<file path="config.mk">
export PLATFORM = sky130hd
export DESIGN_NAME = anpns_top
export DESIGN_NICKNAME = d
export VERILOG_FILES = /design/src/anpns_mdio.v /design/src/anpns_top.v
export VERILOG_INCLUDE_DIRS = /design/src
export SDC_FILE = /design/constraint.sdc
export NUM_CORES = 1
export LEC_CHECK = 0
export BUFFER_PORTS_ARGS = -buffer_cell sky130_fd_sc_hd__buf_2
export CORE_MARGIN = 2
export CORE_UTILIZATION = 50
export CTS_CLUSTER_DIAMETER = 200
export DETAILED_ROUTE_END_ITERATION = 12
export PLACE_DENSITY = 0.72
export SYNTH_ARGS = -nofsm -noshare
export SYNTH_HDL_FRONTEND = slang
export SYNTH_HIERARCHICAL = 1
export SYNTH_SLANG_ARGS = --single-unit
</file>
<file path="constraint.sdc">
create_clock -name clk -period 2.4 [get_ports clk]
set_input_delay 0.6 -clock clk [delete_from_list [all_inputs] [get_ports clk]]
set_output_delay 0.6 -clock clk [all_outputs]
set_load 0.01 [all_outputs]
</file>
<file path="src/anpns_defines.vh">
`ifndef ANPNS_DEFINES_VH
`define ANPNS_DEFINES_VH

// management device address of the auto-negotiation space
`define ANPNS_DEVAD          5'h07

// register offsets
`define ANPNS_OFS_PNP_WORD0  16'h0019
`define ANPNS_OFS_PNP_WORD1  16'h001a
`define ANPNS_OFS_PNP_WORD2  16'h001b
`define ANPNS_OFS_BP_STATUS  16'h0030

// reset values
`define ANPNS_RST_PNP        16'h0000
`define ANPNS_RST_BP_STATUS  16'h0001
`define ANPNS_RST_ADDR       16'h0000

// first partner next page word fields
`define ANPNS_BIT_MORE_PAGES 15
`define ANPNS_BIT_PAGE_ACK   14
`define ANPNS_BIT_MSG_PAGE   13
`define ANPNS_BIT_PAGE_ACK2  12
`define ANPNS_BIT_TOGGLE     11
`define ANPNS_CODE_MSB       10
`define ANPNS_CODE_LSB       0

// received code word slices
`define ANPNS_CW0_MSB        15
`define ANPNS_CW1_MSB        31
`define ANPNS_CW1_LSB        16
`define ANPNS_CW2_MSB        47
`define ANPNS_CW2_LSB        32

// backplane status fields
`define ANPNS_BIT_KR_FEC     4
`define ANPNS_BIT_KR         3
`define ANPNS_BIT_KX         1
`define ANPNS_BIT_CAPABLE    0

// management frame opcodes
`define ANPNS_OP_ADDR        2'b00
`define ANPNS_OP_WRITE       2'b01
`define ANPNS_OP_RDINC       2'b10
`define ANPNS_OP_READ        2'b11

// management frame timing, in data clock edges
`define ANPNS_PREAMBLE_LEN   6'h20
`define ANPNS_EDGE_HDR_LAST  5'h0d
`define ANPNS_EDGE_TA0       5'h0e
`define ANPNS_EDGE_TA1       5'h0f
`define ANPNS_EDGE_LAST      5'h1f

`endif

</file>
<file path="src/anpns_mdio.v">
`timescale 1ns/1ps
`default_nettype none
`include "anpns_defines.vh"

module anpns_mdio #(
  parameter [4:0] PORT_ADDR = 5'h00
) (
  input  wire        clk,
  input  wire        sys_rst,
  input  wire        mdc,
  input  wire        mdio_in,
  output reg         mdio_out,
  output reg         mdio_oe,
  output reg  [1:0]  frame_op,
  output reg         rd_req,
  input  wire [15:0] rd_data,
  output reg         cmd_valid,
  output reg  [15:0] cmd_data
);

  localparam [3:0] ST_IDLE = 4'h1;
  localparam [3:0] ST_HDR  = 4'h2;
  localparam [3:0] ST_TA   = 4'h4;
  localparam [3:0] ST_DATA = 4'h8;

  reg        mdc_s1;
  reg        mdc_s2;
  reg        mdc_s3;
  reg        mdio_s1;
  reg        mdio_s2;
  reg [3:0]  state;
  reg [5:0]  ones;
  reg [4:0]  cnt;
  reg [12:0] hdr;
  reg [15:0] sh;
  reg        mine;

  wire        rise     = mdc_s2 & ~mdc_s3;
  wire        bit_in   = mdio_s2;
  wire [13:0] hdr_full = {hdr, bit_in};
  wire        is_read  = frame_op[1];

  always @(posedge clk) begin
    if (sys_rst) begin
      mdc_s1  <= 1'b0;
      mdc_s2  <= 1'b0;
      mdc_s3  <= 1'b0;
      mdio_s1 <= 1'b1;
      mdio_s2 <= 1'b1;
    end else begin
      mdc_s1  <= mdc;
      mdc_s2  <= mdc_s1;
      mdc_s3  <= mdc_s2;
      mdio_s1 <= mdio_in;
      mdio_s2 <= mdio_s1;
    end
  end

  always @(posedge clk) begin
    if (sys_rst) begin
      state     <= ST_IDLE;
      ones      <= 6'h00;
      cnt       <= 5'h00;
      hdr       <= 13'h0000;
      sh        <= 16'h0000;
      mine      <= 1'b0;
      frame_op  <= 2'b00;
      rd_req    <= 1'b0;
      cmd_valid <= 1'b0;
      cmd_data  <= 16'h0000;
      mdio_out  <= 1'b1;
      mdio_oe   <= 1'b0;
    end else begin
      rd_req    <= 1'b0;
      cmd_valid <= 1'b0;
      if (rise) begin
        case (state)
          ST_IDLE: begin
            if (bit_in) begin
              if (ones != `ANPNS_PREAMBLE_LEN) begin
                ones <= ones + 6'h01;
              end
            end else begin
              ones <= 6'h00;
              if (ones == `ANPNS_PREAMBLE_LEN) begin
                state <= ST_HDR;
                cnt   <= 5'h01;
                hdr   <= 13'h0000;
              end
            end
          end
          ST_HDR: begin
            hdr <= hdr_full[12:0];
            cnt <= cnt + 5'h01;
            if (cnt == `ANPNS_EDGE_HDR_LAST) begin
              // start bits, port and device must all match
              mine     <= (hdr_full[13:12] == 2'b00) && (hdr_full[9:5] == PORT_ADDR) &&
                          (hdr_full[4:0] == `ANPNS_DEVAD);
              frame_op <= hdr_full[11:10];
              rd_req   <= (hdr_full[13:12] == 2'b00) && (hdr_full[9:5] == PORT_ADDR) &&
                          (hdr_full[4:0] == `ANPNS_DEVAD) && hdr_full[11];
              state    <= ST_TA;
            end
          end
          ST_TA: begin
            cnt <= cnt + 5'h01;
            if (cnt == `ANPNS_EDGE_TA0) begin
              if (mine && is_read) begin
                mdio_oe  <= 1'b1;
                mdio_out <= 1'b0;
              end
            end else begin
              state <= ST_DATA;
              if (mine && is_read) begin
                mdio_out <= rd_data[15];
                sh       <= {rd_data[14:0], 1'b0};
              end else begin
                sh <= 16'h0000;
              end
            end
          end
          ST_DATA: begin
            cnt <= cnt + 5'h01;
            if (cnt == `ANPNS_EDGE_LAST) begin
              state    <= ST_IDLE;
              ones     <= 6'h00;
              mdio_oe  <= 1'b0;
              mdio_out <= 1'b1;
              if (mine && !is_read) begin
                cmd_valid <= 1'b1;
                cmd_data  <= {sh[14:0], bit_in};
              end
            end else if (mine && is_read) begin
              mdio_out <= sh[15];
              sh       <= {sh[14:0], 1'b0};
            end else begin
              sh <= {sh[14:0], bit_in};
            end
          end
          default: begin
            state   <= ST_IDLE;
            mdio_oe <= 1'b0;
          end
        endcase
      end
    end
  end

endmodule

`default_nettype wire

</file>
<file path="src/anpns_top.v">
`timescale 1ns/1ps
`default_nettype none
`include "anpns_defines.vh"

module anpns_top #(
  parameter [4:0] PORT_ADDR = 5'h00
) (
  input  wire        clk,
  input  wire        sys_rst,
  input  wire        mdc,
  input  wire        mdio_in,
  output wire        mdio_out,
  output wire        mdio_oe,
  input  wire        rx_page_valid,
  input  wire [47:0] rx_page,
  input  wire        resolved_kr_with_fec,
  input  wire        resolved_kr,
  input  wire        resolved_kx,
  input  wire        local_more_pages_flag,
  input  wire        tx_page_sent,
  output reg         tx_more_pages,
  output reg         tx_toggle
);

  wire [1:0]  frame_op;
  wire        rd_req;
  wire        cmd_valid;
  wire [15:0] cmd_data;

  reg  [15:0] mmd_addr;
  reg  [15:0] rd_data;
  reg  [15:0] pnp_word0;
  reg  [15:0] pnp_word1;
  reg  [15:0] pnp_word2;
  reg  [15:0] pnp_snap1;
  reg  [15:0] pnp_snap2;
  reg         resolved_kr_with_fec_q;
  reg         resolved_kr_q;
  reg         resolved_kx_q;
  reg  [15:0] bp_status;
  reg  [15:0] next_rd_data;
  reg  [15:0] next_mmd_addr;
  reg         next_tx_toggle;

  // fields of the received code word
  wire        partner_more_pages_flag   = rx_page[15];
  wire        partner_page_ack          = rx_page[14];
  wire        partner_message_page_flag = rx_page[13];
  wire        partner_page_ack_second   = rx_page[12];
  wire        partner_toggle_bit        = rx_page[11];
  wire [10:0] partner_code_field        = rx_page[10:0];
  wire [15:0] partner_code_word_mid     = rx_page[`ANPNS_CW1_MSB:`ANPNS_CW1_LSB];
  wire [15:0] partner_code_word_high    = rx_page[`ANPNS_CW2_MSB:`ANPNS_CW2_LSB];

  // frame kinds that may move the address register
  wire        addr_frame = cmd_valid & (frame_op == `ANPNS_OP_ADDR);
  wire        post_inc   = rd_req & (frame_op == `ANPNS_OP_RDINC);

  // decode of the current register address
  wire        hit_word0  = (mmd_addr == `ANPNS_OFS_PNP_WORD0);
  wire        hit_word1  = (mmd_addr == `ANPNS_OFS_PNP_WORD1);
  wire        hit_word2  = (mmd_addr == `ANPNS_OFS_PNP_WORD2);
  wire        hit_status = (mmd_addr == `ANPNS_OFS_BP_STATUS);

  anpns_mdio #(
    .PORT_ADDR (PORT_ADDR)
  ) u_mdio (
    .clk       (clk),
    .sys_rst   (sys_rst),
    .mdc       (mdc),
    .mdio_in   (mdio_in),
    .mdio_out  (mdio_out),
    .mdio_oe   (mdio_oe),
    .frame_op  (frame_op),
    .rd_req    (rd_req),
    .rd_data   (rd_data),
    .cmd_valid (cmd_valid),
    .cmd_data  (cmd_data)
  );

  // received next page code word, taken whole so words never mix pages
  always @(posedge clk) begin
    if (sys_rst) begin
      pnp_word0 <= `ANPNS_RST_PNP;
    end else if (rx_page_valid) begin
      pnp_word0[`ANPNS_BIT_MORE_PAGES]           <= partner_more_pages_flag;
      pnp_word0[`ANPNS_BIT_PAGE_ACK]             <= partner_page_ack;
      pnp_word0[`ANPNS_BIT_MSG_PAGE]             <= partner_message_page_flag;
      pnp_word0[`ANPNS_BIT_PAGE_ACK2]            <= partner_page_ack_second;
      pnp_word0[`ANPNS_BIT_TOGGLE]               <= partner_toggle_bit;
      pnp_word0[`ANPNS_CODE_MSB:`ANPNS_CODE_LSB] <= partner_code_field;
    end
  end

  always @(posedge clk) begin
    if (sys_rst) begin
      pnp_word1 <= `ANPNS_RST_PNP;
    end else if (rx_page_valid) begin
      pnp_word1 <= partner_code_word_mid;
    end
  end

  always @(posedge clk) begin
    if (sys_rst) begin
      pnp_word2 <= `ANPNS_RST_PNP;
    end else if (rx_page_valid) begin
      pnp_word2 <= partner_code_word_high;
    end
  end

  // negotiated technology, bit 0 fixed high, others zero
  always @(posedge clk) begin
    if (sys_rst) begin
      resolved_kr_with_fec_q <= 1'b0;
      resolved_kr_q          <= 1'b0;
      resolved_kx_q          <= 1'b0;
    end else begin
      resolved_kr_with_fec_q <= resolved_kr_with_fec;
      resolved_kr_q          <= resolved_kr;
      resolved_kx_q          <= resolved_kx;
    end
  end

  always @* begin
    bp_status                       = `ANPNS_RST_BP_STATUS;
    bp_status[15:5]                 = 11'h000;
    bp_status[2]                    = 1'b0;
    bp_status[`ANPNS_BIT_KR_FEC]    = resolved_kr_with_fec_q;
    bp_status[`ANPNS_BIT_KR]        = resolved_kr_q;
    bp_status[`ANPNS_BIT_KX]        = resolved_kx_q;
    bp_status[`ANPNS_BIT_CAPABLE]   = 1'b1;
  end

  // read mux, unmapped addresses answer zero
  always @* begin
    next_rd_data = 16'h0000;
    if (hit_word0) begin
      next_rd_data = pnp_word0;
    end else if (hit_word1) begin
      next_rd_data = pnp_snap1;
    end else if (hit_word2) begin
      next_rd_data = pnp_snap2;
    end else if (hit_status) begin
      next_rd_data = bp_status;
    end
  end

  // address moves on address frames and post-increment reads only
  always @* begin
    next_mmd_addr = mmd_addr;
    if (post_inc) begin
      next_mmd_addr = mmd_addr + 16'h0001;
    end else if (addr_frame) begin
      next_mmd_addr = cmd_data;
    end
  end

  always @(posedge clk) begin
    if (sys_rst) begin
      mmd_addr <= `ANPNS_RST_ADDR;
    end else begin
      mmd_addr <= next_mmd_addr;
    end
  end

  // read answer taken after the header, from the old address
  always @(posedge clk) begin
    if (sys_rst) begin
      rd_data <= 16'h0000;
    end else if (rd_req) begin
      rd_data <= next_rd_data;
    end
  end

  // a read of the first word freezes the other two
  always @(posedge clk) begin
    if (sys_rst) begin
      pnp_snap1 <= `ANPNS_RST_PNP;
      pnp_snap2 <= `ANPNS_RST_PNP;
    end else if (rd_req && hit_word0) begin
      pnp_snap1 <= pnp_word1;
      pnp_snap2 <= pnp_word2;
    end
  end

  // outgoing next page header bits
  always @(posedge clk) begin
    if (sys_rst) begin
      tx_more_pages <= 1'b0;
      tx_toggle     <= 1'b0;
    end else begin
      tx_more_pages <= local_more_pages_flag;
      tx_toggle     <= next_tx_toggle;
    end
  end

  // toggle made here, flips once per sent page
  always @* begin
    next_tx_toggle = tx_toggle;
    if (tx_page_sent) begin
      next_tx_toggle = ~tx_toggle;
    end
  end

endmodule

`default_nettype wire

</file>
==> results.py <==
metrics = {
    "logic_synthesis": {
        "synthArstFlopShare": 0,
        "ys.flop_type": "dfxtp_1",
        "synth_fa_ha_area_frac": 0.0149,
        "yosysWarnings": 6,
        "synth_compound_area_frac": 0.203,
        "syn_area_um2": 8410,
        "synth.most_common_cell": "dfxtp_1",
        "syn_inst": 912,
        "synth_top_family_by_area": "compound AO/OA/AOI/OAI gates",
        "yosys-top-cells-area": "dfxtp_1 45%, mux2i_1 8.0%, a21oi_1 4.2%",
        "yosys.area.top_type": "dfxtp_1",
        "synthMuxAreaShare": 0.0860,
        "synth-seq-cells": 189,
        "ys_seq_area_frac": 0.450,
        "yosys-top-cells-count": "189 x dfxtp_1, 83 x nor2_1, 70 x a21oi_1",
        "synthXorXnorAreaFrac": 0.00313,
        "syn_area_per_cell_um2": 9.22,
        "synth_edf_count": 0,
        "synth_top_cell_area_share": 0.450,
        "synth_simple_gate_area_frac": 0.185,
        "synthDistinctLibCells": 74,
        "syn-num-nets": 980,
    },
    "sta": {
        "period_minus_slack_ps": 2200,
        "clock_skew_ps": 7.44,
        "fin_crit_sh": 0.918,
        "worst_slew_pin_slew_ps": 718,
        "drv_slew": 0,
        "setup_violations": 0,
        "hold_viol": 0,
        "fmax_mhz": 454,
        "whs_ps": 355,
        "worst_slack_ps": 196,
        "rsz0062_at_grt": "no",
        "tns_ps": 0,
        "relSlewSlack": 0.520,
    },
    "clock_network": {
        "clockRootBuffer": "clkbuf_16",
        "cts_resized": 0,
        "htreeDepth": 4,
        "clk_path_buf_depth": 2,
        "clk_pin_slew_ps": 70,
        "clock_latency_ps": 430,
        "hold_buffers": 0,
        "numCtsBuffers": 17,
        "cts_sinks": 189,
        "postCtsSetupBuffers": 0,
        "cts_tree": "done",
    },
    "drt": {
        "post_drt_wl_per_cell_um": 17.1,
        "ant_nets": 0,
        "firstDrtPassIters": 5,
        "wl_met2_mm": 8.76,
        "wl_met3_um": 991,
        "drc": 0,
        "num_vias": 7124,
        "initialDrtViolationCount": 691,
        "wirelength_mm": 20.0,
        "dr.max_layer_used": "met4",
        "m1WireLength_mm": 9.83,
        "viasPerCell": 6.10,
    },
    "floorplan": {
        "die_h_um": 134,
        "die_width_um": 134,
        "die-area_um2": 17900,
        "coreArea_um2": 16500,
        "io_pins": 62,
        "std_cell_rows": 47,
        "initial_utilization": 0.509,
    },
    "min_path": {
        "hold_end": "u_mdio/mdio_s1",
        "min_from": "mdio_in",
        "whs_path_depth": 2,
        "hold_path_class": "primary input to flip-flop",
    },
    "power": {
        "power_mw": 6.33,
        "p_int_mw": 4.90,
        "power.density_nw_per_um2": 666,
        "clkPwrFrac": 0.450,
        "cellLeakagePower_nw": 3.60,
        "swShare": 0.227,
        "p_seq_frac": 0.510,
        "p_sw_mw": 1.44,
        "comb_power_share": 0.039,
        "ir_drop_mv": 0.503,
    },
    "run": {
        "drv_cap": 0,
    },
    "place": {
        "numPortBuffers": 61,
        "post-place-cells": 1136,
        "pre_cts_ws_ps": 250,
        "gp_congestion": 0.884,
        "dp_hpwl_mm": 13.4,
        "placed_area_um2": 8910,
    },
    "worst_setup_path": {
        "worstSetupEndpointType": "flip-flop",
        "cp.buffers_inverters": 1,
        "reg2reg_to": "pnp_snap2[11]",
        "reg2reg_from": "mmd_addr[11]",
        "path_cells": "or4_1, or4_4, buf_4, o21ai_0, a21oi_1",
        "critPathTopFamily": "simple AND/OR/NAND/NOR gates",
        "cp.arrival_ps": 2510,
        "critical_path.max_stage_delay_ps": 580,
        "r2r_cells": 5,
        "crit_type": "flip-flop to flip-flop",
        "critPathSlowestCell": "or4_1",
        "worstSetupStartpointType": "flip-flop",
        "reg2reg_slack_ps": 200,
        "cp_max_fo": 38,
        "critPathRequiredTime_ps": 2700,
    },
    "finish": {
        "drive_gt1_frac": 0.162,
        "nets": 1003,
        "utilization": 0.575,
        "finalNonFillerCells": 1168,
        "final_area_um2": 9510,
        "synthToLayoutAreaGrowth_pct": 13.1,
        "diodes": 0,
    },
    "global_route": {
        "grt_usage": 0.229,
        "antenna_found_initial": 0,
        "overflow": 0,
        "grt_pass1_vias": 6499,
        "grt_start_max_net_pins": 74,
        "grt_pass1_wl_mm": 33.5,
    },
    "status": {
        "status": "finished clean",
    },
}
[kinds of logic (layout without fill, tap and decap cells)]
kind of cell	after synthesis	count (layout)
mux	70	70
flops	189	189
compound gates	251	251
buf+inv	109	145
simple gates	280	280
fa+ha+maj	10	10
xor+xnor	3	3
[sequential cells by signal, summed over array words and instances (netlist names), 2 cells and up]
name             count
mmd_addr            16
pnp_snap1           16
pnp_snap2           16
pnp_word0           16
pnp_word1           16
pnp_word2           16
rd_data             16
u_mdio/cmd_data     16
u_mdio/cnt           5
u_mdio/frame_op      2
u_mdio/hdr          13
u_mdio/ones          6
u_mdio/sh           16
u_mdio/state         4
[final cells by class]
type	count	area [µm²]
fill	1399	7020
multi-input combinational	614	4170
sequential	189	3780
timing repair buffer	94	609
clock buffer	19	443
tap	220	275
clock inverter	13	156
inverter	19	71.3
[worst max path at each step]
| stage | from | to | slack (ps) | depth (start not counted) |
|---|---|---|---|---|
| global placement | mmd_addr[11] | rd_data[1] | 280 | 5 |
| finish | mmd_addr[11] | pnp_snap2[11] | 200 | 5 |
| detailed placement | u_mdio/state[3] | u_mdio/sh[6] | 250 | 4 |
| global route | mmd_addr[11] | pnp_snap2[10] | 70 | 5 |
| CTS | mmd_addr[11] | pnp_snap2[11] | 210 | 5 |
| floorplan | mmd_addr[0] | rd_data[12] | 180 | 8 |
[per-layer routing]
| metal | vias up | global-route usage |
|---|---|---|
| met1 | 3413 | 0.337 |
| met3 | 30 | 0.0400 |
| met5 | - | 0 |
| met2 | 234 | 0.338 |
| li1 | 3447 | - |
| met4 | 0 | 0.0816 |
[layout by cell type (no fill, tap or decap), drive strengths merged, types with 14 or more instances in the layout]
| master | n |
|---|---|
| a31oi | 14 |
| mux2i | 68 |
| nor2b | 28 |
| nand2 | 32 |
| inv | 23 |
| a21oi | 70 |
| a22oi | 14 |
| nor2 | 83 |
| a311oi | 23 |
| nand3 | 21 |
| o22ai | 15 |
| dfxtp | 189 |
| clkbuf | 19 |
| a41oi | 16 |
| nand4 | 39 |
| o21ai | 45 |
| buf | 94 |
[power groups by stage]
stage / clock network (mW) / registers (mW) / logic, mW
floorplan: 0 / 3.29 / 0.160
global placement: 0 / 3.30 / 0.244
detailed placement: 0 / 3.30 / 0.249
CTS: 2.89 / 3.23 / 0.250
global route: 3.03 / 3.23 / 0.277
finish: 2.85 / 3.23 / 0.249
(Power assumes the default switching activity.)
